<file path="config.mk">
export PLATFORM = sky130hd
export DESIGN_NAME = ttc_throttle
export DESIGN_NICKNAME = d
export VERILOG_FILES = /design/src/design/ttc_throttle.v
export VERILOG_INCLUDE_DIRS = /design/src /design/src/inc
export SDC_FILE = /design/constraint.sdc
export NUM_CORES = 1
export LEC_CHECK = 0
export BUFFER_PORTS_ARGS = -buffer_cell sky130_fd_sc_hd__buf_2
export CELL_PAD_IN_SITES_DETAIL_PLACEMENT = 0
export CELL_PAD_IN_SITES_GLOBAL_PLACEMENT = 2
export CORE_MARGIN = 2
export CORE_UTILIZATION = 34
export DETAILED_ROUTE_END_ITERATION = 6
export PLACE_DENSITY = 0.85
export SLEW_MARGIN = 20
export SYNTH_ARGS = -nofsm -noshare
export SYNTH_HDL_FRONTEND = slang
export SYNTH_SLANG_ARGS = --single-unit
</file>
<file path="constraint.sdc">
create_clock -name clk -period 3 [get_ports clk]
set_input_delay 0.15 -clock clk [delete_from_list [all_inputs] [get_ports clk]]
set_output_delay 0.15 -clock clk [all_outputs]
set_load 0.01 [all_outputs]
</file>
<file path="src/inc/ttc_defines.vh">
`ifndef TTC_DEFINES_VH
`define TTC_DEFINES_VH

// APB register byte offsets.
`define TTC_OFS_MISC_EN 12'h000
`define TTC_OFS_THR_CTL 12'h004
`define TTC_OFS_STATUS 12'h008
`define TTC_OFS_PERF_REQ 12'h00c
`define TTC_OFS_CAPS 12'h010
`define TTC_OFS_CFG 12'h014

// Enable register fields.
`define TTC_MISC_DCT_EN 3
`define TTC_MISC_FRT_EN 13

// Throttle control register fields.
`define TTC_THR_SEL 16
`define TTC_THR_OP_HI 15
`define TTC_THR_OP_LO 0

// Status register fields.
`define TTC_ST_HOT 0
`define TTC_ST_LOG 1
`define TTC_ST_HALT 2
`define TTC_ST_ENGAGED 3
`define TTC_ST_PERF_PEND 4

// Capability word fields.
`define TTC_CAP_DCT 29
`define TTC_CAP_FRT 8

// Configuration register fields.
`define TTC_CFG_LATE 0
`define TTC_CFG_DUTY_HI 3
`define TTC_CFG_DUTY_LO 1

// Reset values.
`define TTC_DUTY_RST 3'h4
`define TTC_OP_RST 16'h0000

// Minimum engage time in microseconds and clock rate in MHz.
`define TTC_MIN_ENGAGE_US 1000
`define TTC_CLK_MHZ 100

`endif

</file>
<file path="src/design/ttc_throttle.v">
// The APB slave port and the placing of the registers are this design's own decisions.
`timescale 1ns/1ns
`include "ttc_defines.vh"

// Notes on behaviour
// [RULE_01] Catastrophic trip halts core until reset
// [RULE_02] Monitor trip sits below catastrophic limit
// [RULE_03] Duty mode gates clock internally, never external pin
// [RULE_04] Duty mode needs enable bit 3; reset clears
// [RULE_05] Duty means share of time clock runs
// [RULE_06] Frequency mode lowers frequency and voltage
// [RULE_07] Both modes share one monitor trip input
// [RULE_08] Early method: bit16 and bit3 give frequency mode
// [RULE_09] Early method: bit3 with bit16 clear gives duty
// [RULE_10] Later method: bit 13 enables frequency mode
// [RULE_11] Frequency mode targets operating point bits 15:0
// [RULE_12] Firmware enables at least one mode
// [RULE_13] Firmware enables exactly one mode
// [RULE_14] Software never clears enables or operating point
// [RULE_15] Capability bit 29 reports duty mode
// [RULE_16] Extended capability bit 8 reports frequency mode
// [RULE_17] Status bit 0 shows hot and throttling
// [RULE_18] Engage at least 1 ms, release below hysteresis
// [RULE_19] Perf change deferred while frequency mode engaged
// [RULE_20] No mode enabled: trip changes nothing; the code still sets the sticky status log bit on a trip
module ttc_throttle #(
  parameter MIN_ENGAGE_CYC = `TTC_MIN_ENGAGE_US * `TTC_CLK_MHZ,
  parameter CNT_W = 17,
  parameter OP_W = 16
) (
  // Clock and reset.
  input wire clk,
  input wire sys_rst,
  // APB slave.
  input wire psel,
  input wire penable,
  input wire pwrite,
  input wire [11:0] paddr,
  input wire [31:0] pwdata,
  output wire pready,
  output reg [31:0] prdata,
  output wire pslverr,
  // Sensor inputs, asynchronous to clk.
  input wire catastrophic_trip,
  input wire monitor_trip,
  input wire monitor_below_hyst,
  // Core controls.
  output reg core_halt,
  output reg core_clk_gate_en,
  output reg freq_reduction_active,
  output reg [OP_W-1:0] operating_point,
  output reg perf_change_start,
  output reg [OP_W-1:0] perf_target
);

  ////////////////////////////////////////////////////////////////////////
  // Sensor synchronisers.
  reg [1:0] cat_sync;
  reg [1:0] mon_sync;
  reg [1:0] hyst_sync;
  wire cat_hot = cat_sync[1];
  wire mon_hot = mon_sync[1];
  wire mon_cool = hyst_sync[1];

  // Each sensor passes two flops; only stage two is read.
  always @(posedge clk) begin
    if (sys_rst) begin
      cat_sync <= 2'h0;
      mon_sync <= 2'h0;
      hyst_sync <= 2'h0;
    end else begin
      cat_sync <= {cat_sync[0], catastrophic_trip};
      mon_sync <= {mon_sync[0], monitor_trip}; // [RULE_07]
      hyst_sync <= {hyst_sync[0], monitor_below_hyst};
    end
  end

  ////////////////////////////////////////////////////////////////////////
  // Registers.
  reg dct_en;
  reg frt_en_late;
  reg mode_select_flag;
  reg [OP_W-1:0] target_op;
  reg late_method;
  reg [2:0] duty_sel;
  reg status_log;
  reg [OP_W-1:0] perf_req;
  reg perf_pend;

  wire wr_en = psel & penable & pwrite;
  wire rd_en = psel & ~pwrite;
  wire sel_misc = (paddr == `TTC_OFS_MISC_EN);
  wire sel_thr = (paddr == `TTC_OFS_THR_CTL);
  wire sel_st = (paddr == `TTC_OFS_STATUS);
  wire sel_perf = (paddr == `TTC_OFS_PERF_REQ);
  wire sel_caps = (paddr == `TTC_OFS_CAPS);
  wire sel_cfg = (paddr == `TTC_OFS_CFG);
  wire mapped = sel_misc | sel_thr | sel_st | sel_perf | sel_caps | sel_cfg;

  // Zero wait states; unmapped addresses return an error.
  assign pready = 1'b1;
  assign pslverr = psel & penable & ~mapped;

  // Resolved mode enables for the early and later methods.
  wire frt_mode = late_method ? frt_en_late
                : (dct_en & mode_select_flag); // [RULE_08] [RULE_10]
  wire dct_mode = late_method ? (dct_en & ~frt_en_late)
                : (dct_en & ~mode_select_flag); // [RULE_04] [RULE_09]

  ////////////////////////////////////////////////////////////////////////
  // Engage state machine.
  localparam ST_IDLE = 3'b001;
  localparam ST_HOLD = 3'b010;
  localparam ST_WAIT = 3'b100;
  reg [2:0] state;
  reg [CNT_W-1:0] hold_cnt;
  wire engaged = (state != ST_IDLE);
  wire any_mode = dct_mode | frt_mode;

  // Trip engages only with a mode enabled; hold then wait for cooling.
  always @(posedge clk) begin
    if (sys_rst) begin
      state <= ST_IDLE;
      hold_cnt <= {CNT_W{1'b0}};
    end else begin
      case (state)
        ST_IDLE: begin
          if (mon_hot & any_mode) begin // [RULE_02] [RULE_20]
            state <= ST_HOLD;
            hold_cnt <= MIN_ENGAGE_CYC[CNT_W-1:0] - 1'b1;
          end
        end
        ST_HOLD: begin
          if (hold_cnt == {CNT_W{1'b0}})
            state <= ST_WAIT; // [RULE_18]
          else
            hold_cnt <= hold_cnt - 1'b1;
        end
        ST_WAIT: begin
          if (mon_cool & ~mon_hot)
            state <= ST_IDLE; // [RULE_18]
        end
        default: state <= ST_IDLE;
      endcase
    end
  end

  ////////////////////////////////////////////////////////////////////////
  // Duty modulation: eighths of a 8-slot frame, one slot per clock cycle.
  reg [2:0] slot;
  wire [2:0] on_slots = duty_sel;

  // Slot counter steps each cycle; the clock runs for duty_sel slots.
  always @(posedge clk) begin
    if (sys_rst)
      slot <= 3'h0;
    else
      slot <= slot + 3'h1;
  end

  ////////////////////////////////////////////////////////////////////////
  // Core control outputs.
  always @(posedge clk) begin
    if (sys_rst) begin
      core_halt <= 1'b0;
      core_clk_gate_en <= 1'b1;
      freq_reduction_active <= 1'b0;
      operating_point <= `TTC_OP_RST;
    end else begin
      // Latched halt leaves only by reset.
      if (cat_hot)
        core_halt <= 1'b1; // [RULE_01]
      // Internal gating; share of on-slots is the duty cycle.
      if (engaged & dct_mode)
        core_clk_gate_en <= (slot < on_slots); // [RULE_03] [RULE_05]
      else
        core_clk_gate_en <= 1'b1;
      freq_reduction_active <= engaged & frt_mode; // [RULE_06]
      if (engaged & frt_mode)
        operating_point <= target_op; // [RULE_11]
      else
        operating_point <= perf_req;
    end
  end

  ////////////////////////////////////////////////////////////////////////
  // Register writes, status log and deferred performance requests.
  wire frt_busy = engaged & frt_mode;
  wire perf_wr = wr_en & sel_perf;

  always @(posedge clk) begin
    if (sys_rst) begin
      dct_en <= 1'b0;
      frt_en_late <= 1'b0;
      mode_select_flag <= 1'b0;
      target_op <= `TTC_OP_RST;
      late_method <= 1'b0;
      duty_sel <= `TTC_DUTY_RST;
      status_log <= 1'b0;
      perf_req <= `TTC_OP_RST;
      perf_pend <= 1'b0;
      perf_change_start <= 1'b0;
      perf_target <= `TTC_OP_RST;
    end else begin
      perf_change_start <= 1'b0;
      if (wr_en & sel_misc) begin
        dct_en <= pwdata[`TTC_MISC_DCT_EN]; // [RULE_04]
        frt_en_late <= pwdata[`TTC_MISC_FRT_EN]; // [RULE_10]
      end
      if (wr_en & sel_thr) begin
        mode_select_flag <= pwdata[`TTC_THR_SEL]; // [RULE_08]
        target_op <= pwdata[`TTC_THR_OP_HI:`TTC_THR_OP_LO];
      end
      if (wr_en & sel_cfg) begin
        late_method <= pwdata[`TTC_CFG_LATE];
        duty_sel <= pwdata[`TTC_CFG_DUTY_HI:`TTC_CFG_DUTY_LO];
      end
      // Sticky log: a trip in the clearing cycle wins.
      if (mon_hot)
        status_log <= 1'b1;
      else if (wr_en & sel_st & ~pwdata[`TTC_ST_LOG])
        status_log <= 1'b0;
      // Requests wait out frequency throttling before starting.
      if (perf_wr)
        perf_req <= pwdata[OP_W-1:0];
      if (perf_wr & frt_busy) begin
        perf_pend <= 1'b1; // [RULE_19]
      end else if (perf_wr) begin
        perf_change_start <= 1'b1;
        perf_target <= pwdata[OP_W-1:0];
        perf_pend <= 1'b0;
      end else if (perf_pend & ~frt_busy) begin
        perf_change_start <= 1'b1; // [RULE_19]
        perf_target <= perf_req;
        perf_pend <= 1'b0;
      end
    end
  end

  ////////////////////////////////////////////////////////////////////////
  // Read data mux, registered for the access phase.
  reg [31:0] next_prdata;

  always @* begin
    next_prdata = 32'h0;
    if (sel_misc) begin
      next_prdata[`TTC_MISC_DCT_EN] = dct_en;
      next_prdata[`TTC_MISC_FRT_EN] = frt_en_late;
    end
    if (sel_thr) begin
      next_prdata[`TTC_THR_SEL] = mode_select_flag;
      next_prdata[`TTC_THR_OP_HI:`TTC_THR_OP_LO] = target_op;
    end
    if (sel_st) begin
      next_prdata[`TTC_ST_HOT] = mon_hot & engaged; // [RULE_17]
      next_prdata[`TTC_ST_LOG] = status_log;
      next_prdata[`TTC_ST_HALT] = core_halt;
      next_prdata[`TTC_ST_ENGAGED] = engaged;
      next_prdata[`TTC_ST_PERF_PEND] = perf_pend;
    end
    if (sel_perf)
      next_prdata[OP_W-1:0] = perf_req;
    if (sel_caps) begin
      next_prdata[`TTC_CAP_DCT] = 1'b1; // [RULE_15]
      next_prdata[`TTC_CAP_FRT] = 1'b1; // [RULE_16]
    end
    if (sel_cfg) begin
      next_prdata[`TTC_CFG_LATE] = late_method;
      next_prdata[`TTC_CFG_DUTY_HI:`TTC_CFG_DUTY_LO] = duty_sel;
    end
  end

  // Capture read data in the setup cycle.
  always @(posedge clk) begin
    if (sys_rst)
      prdata <= 32'h0;
    else if (rd_en & ~penable)
      prdata <= next_prdata;
  end

endmodule // ttc_throttle

</file>
Yosys cells after proc, flatten, opt, wreduce, memory -nomap -nowiden
Index checks and enable logic that the tools add are counted.

Bitwise operators: 37. Reduce and logical (&&, ||, !) cells: 11. Add/subtract/negate cells: 2. Eq/ne operators: 13. Muxes and demuxes: 27. Magnitude comparators: 1.

Operators with widths (number): $mux W16 (4); $mux W17 (3); $pmux W17 S2 (1); $eq A12 B4 Y1 const B (2); $eq A12 B5 Y1 const B (2); $and A1 B1 Y1 (21); $logic_not A17 Y1 (1); $sub A17 B1 Y17 const B (1); $mux W1 (13); $eq A12 B3 Y1 const B (1); $logic_not A12 Y1 (1); $not A1 Y1 (10); $mux W3 (3); $pmux W3 S3 (1); $ne A2 B2 Y1 const B (4); $or A1 B1 Y1 (6); $reduce_and A3 Y1 (2); $reduce_bool A2 Y1 (3); $mux W5 (1); $mux W4 (1); $reduce_or A2 Y1 (2); $add A3 B1 Y3 const B (1); $eq A3 B1 Y1 const B (1); $eq A3 B2 Y1 const B (1); other kinds (5) (5).

Bits of input ports: 52. Logic and storage cells: 113. Register bits: 124. Output and inout port bits: 70.

Longest topological paths before layout
Depth after elaboration: 8. Mapped depth: 8. Depth with buffers taken out: 7.

Worst setup path after synthesis
No wires, ideal clock.

Path kind: register -> register. Start point: reg state[0]. End point: reg hold_cnt[5]. Setup slack: 1040 ps. Cell stages (with the launch flop): 7. Data required time: 2930 ps. Arrival time: 1890 ps. Library setup time: 70 ps. Period minus slack after synthesis: 1960 ps. Path buffers: 1. Cells stage by stage: dfxtp_1 > or3b_4 > o31ai_4 > nand4_1 > buf_2 > or4_1 > a21oi_1.

Cells in the longest elaborated chain, start to end: 3. Elaborated cells on any way between the ends: 7. Those cells by class: eq/ne (4); mux (1); reduce/logical (2).

RTL lines: start, declared (line ttc_throttle.v:115) `reg [2:0] state;`; start signal, assigned (line ttc_throttle.v:123) `state <= ST_IDLE;`; start signal, assigned (line ttc_throttle.v:129) `state <= ST_HOLD;`; start signal, assigned (line ttc_throttle.v:135) `state <= ST_WAIT;`; $eq A3 B2 Y1 or $eq A3 B1 Y1 (tied branches) (line ttc_throttle.v:126) `case (state)`; $ne A2 B2 Y1 (no source line) or $reduce_bool A2 Y1 (tied branches); $reduce_and A3 Y1 (no source line); end signal, assigned (line ttc_throttle.v:124) `hold_cnt <= {CNT_W{1'b0}};`; end signal, assigned (line ttc_throttle.v:130) `hold_cnt <= MIN_ENGAGE_CYC[CNT_W-1:0] - 1'b1;`; end signal, assigned (line ttc_throttle.v:137) `hold_cnt <= hold_cnt - 1'b1;`; end, declared (line ttc_throttle.v:116) `reg [CNT_W-1:0] hold_cnt;`.

Parallel ways exist; a longest one is shown, timed or not. A chain may end at the register's enable or synchronous reset.

Final worst setup path
Start point: reg state[0]. End point: reg hold_cnt[7].

Same word-level chain as after synthesis.

==> impl_metrics.tcl <==
set metrics [dict create \
    grt-ovfl-total 0 \
    postRouteAntennaNets 0 \
    holdPathEnd "target_op[15]" \
    r2r_cells 5 \
    grt_pass1_vias 4774 \
    power_frac_clock 0.532 \
    routed_wl_um 15900 \
    tightest_slew_ns 0.816 \
    clock.fmax_ghz 0.402 \
    cts_tree "done" \
    drc 0 \
    mostFrequentLayoutCells "nand2_1 (125), dfxtp_1 (124), buf_2 (91)" \
    hpwlAfterDp_um 10800 \
    multi_input_area_mm2 0.00278 \
    synth_top_family_by_area "simple AND/OR/NAND/NOR gates" \
    synthTopCellsByArea "dfxtp_1 (45%), nand2_1 (8.5%), a21oi_1 (6.7%)" \
    clk_latency_ns 0.42 \
    synthXorXnorAreaFrac 0.00636 \
    switchingPower_uw 817 \
    synthSimpleGateAreaFrac 0.248 \
    drv_cap 0 \
    fin_cells 986 \
    clkTransAtPathRegs_ns 0.05 \
    p_int_mw 3.07 \
    synth_mux_area_frac 0.0254 \
    wire_per_inst_um 16.1 \
    vias 5131 \
    fin_setup_tns_ns 0 \
    grt_usage 0.186 \
    grt_start_max_net_pins 50 \
    slowest_delay_ns 0.62 \
    criticalPathCategory "reg2reg" \
    core_mm2 0.0159 \
    postSynthAreaPerCell_um2 8.21 \
    cellLeakagePower_nw 2.59 \
    io_buffer_count 91 \
    ys_types 58 \
    yosys_most_used_dff "dfxtp_1" \
    grt_pass1_wl_um 25800 \
    drive_above_1_share 0.194 \
    critPathSlowestCell "or4_1" \
    seq_power_share 0.429 \
    syn_area_mm2 0.00551 \
    dpl.cell_count 946 \
    fin_worst_skew_ns 0.0104 \
    yosys.area.top_type "dfxtp_1" \
    start_util 0.347 \
    worst_slack_ns 0.510 \
    fillers 1600 \
    viasPerCell 5.20 \
    area_growth_pct 23.6 \
    diodes 0 \
    clock-root-buffer "clkbuf_16" \
    cp.arrival_ns 2.82 \
    io_pins 122 \
    finish.utilization 0.429 \
    endpoint_kind "flip-flop" \
    synth_edf_count 0 \
    clock-sinks 124 \
    globalplace.congestion 0.854 \
    finalHoldViolations 0 \
    register_area_mm2 0.00248 \
    clock_path_buffers 2 \
    cts_buffers 17 \
    min_period_ns 2.49 \
    cts_resized 0 \
    switching_share 0.210 \
    fin_crit_sh 0.830 \
    dr.pass1.iters 5 \
    netlist_instances 671 \
    yosysWarnings 0 \
    synth-async-reset-ratio 0 \
    peakVddDrop_v 0.000396 \
    final_nets 815 \
    synth-compound-area-share 0.200 \
    cts_max_level 4 \
    first_iter_violations 316 \
    drv_slew 0 \
    rrSetupSlack_ns 0.51 \
    setup_violations 0 \
    antenna_found_initial 0 \
    synthAdderAreaFrac 0.0114 \
    rsz0062_at_grt "no" \
    slew_headroom 0.455 \
    ys_ff_latch 124 \
    post_cts_buffers 0 \
    crit_required_ns 3.33 \
    fp-row-count 46 \
    fin_hold_ws_ns 0.0167 \
    holdPathStages 3 \
    die-area_mm2 0.0172 \
    p_comb_frac 0.040 \
    crit_fanout 12 \
    hold_class "in2reg" \
    die_height_um 131 \
    final_common_cell "nand2_1" \
    hp-start "pwdata[15]" \
    r2r_end "hold_cnt[7]" \
    crit_buf_inv 0 \
    synth_seq_area_share 0.451 \
    status "finished, final reports clean" \
    die_w_um 131 \
    power_density_mw_per_mm2 571 \
    cp_cell_sequence "or3b_4 -> o31ai_4 -> nand4_1 -> or4_1 -> a31oi_1" \
    r2r_start "state[0]" \
    critPathTopFamily "simple AND/OR/NAND/NOR gates" \
    synth_top_area_share 0.451 \
    start_kind "flip-flop" \
    dpl_worst_slack_ns 0.562 \
]
## cell type report
class                           instances  share of cell area
Tap cell                              216              0.0397
Multi-Input combinational cell        494               0.408
Sequential cell                       124               0.364
Inverter                                8             0.00441
Timing Repair Buffer                  113              0.0963
Clock inverter                          8              0.0169
Clock buffer                           23              0.0702
## metal layers
metal  part of all wire  global-route usage  vias to the layer above  wire length [um]
li1                   -                   -                     2527                 -
met1               0.48               0.259                     2429              7630
met2               0.45               0.285                      157              7160
met3              0.055              0.0448                       18               870
met4              0.013              0.0586                        0               209
met5                  0                   0                        -                 0
## Yosys cell counts (5+ instances only)
cell	count
a211oi_1	17
a21oi_1	74
a22o_1	11
a22oi_1	9
a31oi_1	10
buf_2	7
buf_4	15
clkbuf_1	32
dfxtp_1	124
ha_1	5
inv_1	8
mux2i_1	8
nand2_1	125
nand2b_1	19
nand3_1	7
nand4_1	5
nor2_1	40
nor2b_1	10
nor3_1	23
nor4_1	8
o21ai_0	25
o22ai_1	16
o31ai_1	6
or4_1	8
## worst min-delay path, stage by stage
cell and delay, ns:
buf_2 0.13, nand2_1 0.06, a21oi_1 0.05
## stage by stage
| stage | instance area, um^2 | total power, mW |
|---|---|---|
| 3_5_place_dp | 6130 | 1.85 |
| 5_1_grt | 6810 | 4.03 |
| 3_3_place_gp | 6120 | 1.84 |
| 6_report | 6810 | 3.89 |
| 2_1_floorplan | 5560 | 1.79 |
| 4_1_cts | 6810 | 3.93 |
## state kept, by name, indices dropped and copies added, names as in the netlist, 3 cells and up
name / flops
perf_target: 16
prdata: 18
duty_sel: 3
slot: 3
hold_cnt: 17
state: 3
operating_point: 16
target_op: 16
perf_req: 16
## power by group through the flow
| stage | logic (mW) | registers (mW) | clock network, mW |
|---|---|---|---|
| finish | 0.154 | 1.67 | 2.07 |
| global route | 0.170 | 1.67 | 2.19 |
| CTS | 0.154 | 1.67 | 2.11 |
| detailed placement | 0.144 | 1.70 | 0 |
| global placement | 0.142 | 1.70 | 0 |
| floorplan | 0.0887 | 1.70 | 0 |
## worst max path at each step
stage	endpoint	start	cells after the start
3_3_place_gp	hold_cnt[7]	state[0]	5
5_1_grt	hold_cnt[7]	state[0]	5
6_report	hold_cnt[7]	state[0]	5
3_5_place_dp	hold_cnt[7]	state[0]	5
4_1_cts	hold_cnt[7]	state[0]	5
2_1_floorplan	hold_cnt[5]	state[0]	6
## repair_timing
action	in CTS	in global routing
endpoints found under the setup margin	0	0
hold buffers	9	0
hold endpoints to repair	12	0
## cell families after synthesis
group | count (synthesis)
AND/OR/NAND/NOR | 278
AO/OA/AOI/OAI | 180
flip-flops | 124
buffers and inverters | 66
multiplexers | 12
adder cells (fa/ha/maj) | 5
XOR/XNOR | 4
other | 2
No activity file was read; power rests on OpenSTA's default activity.
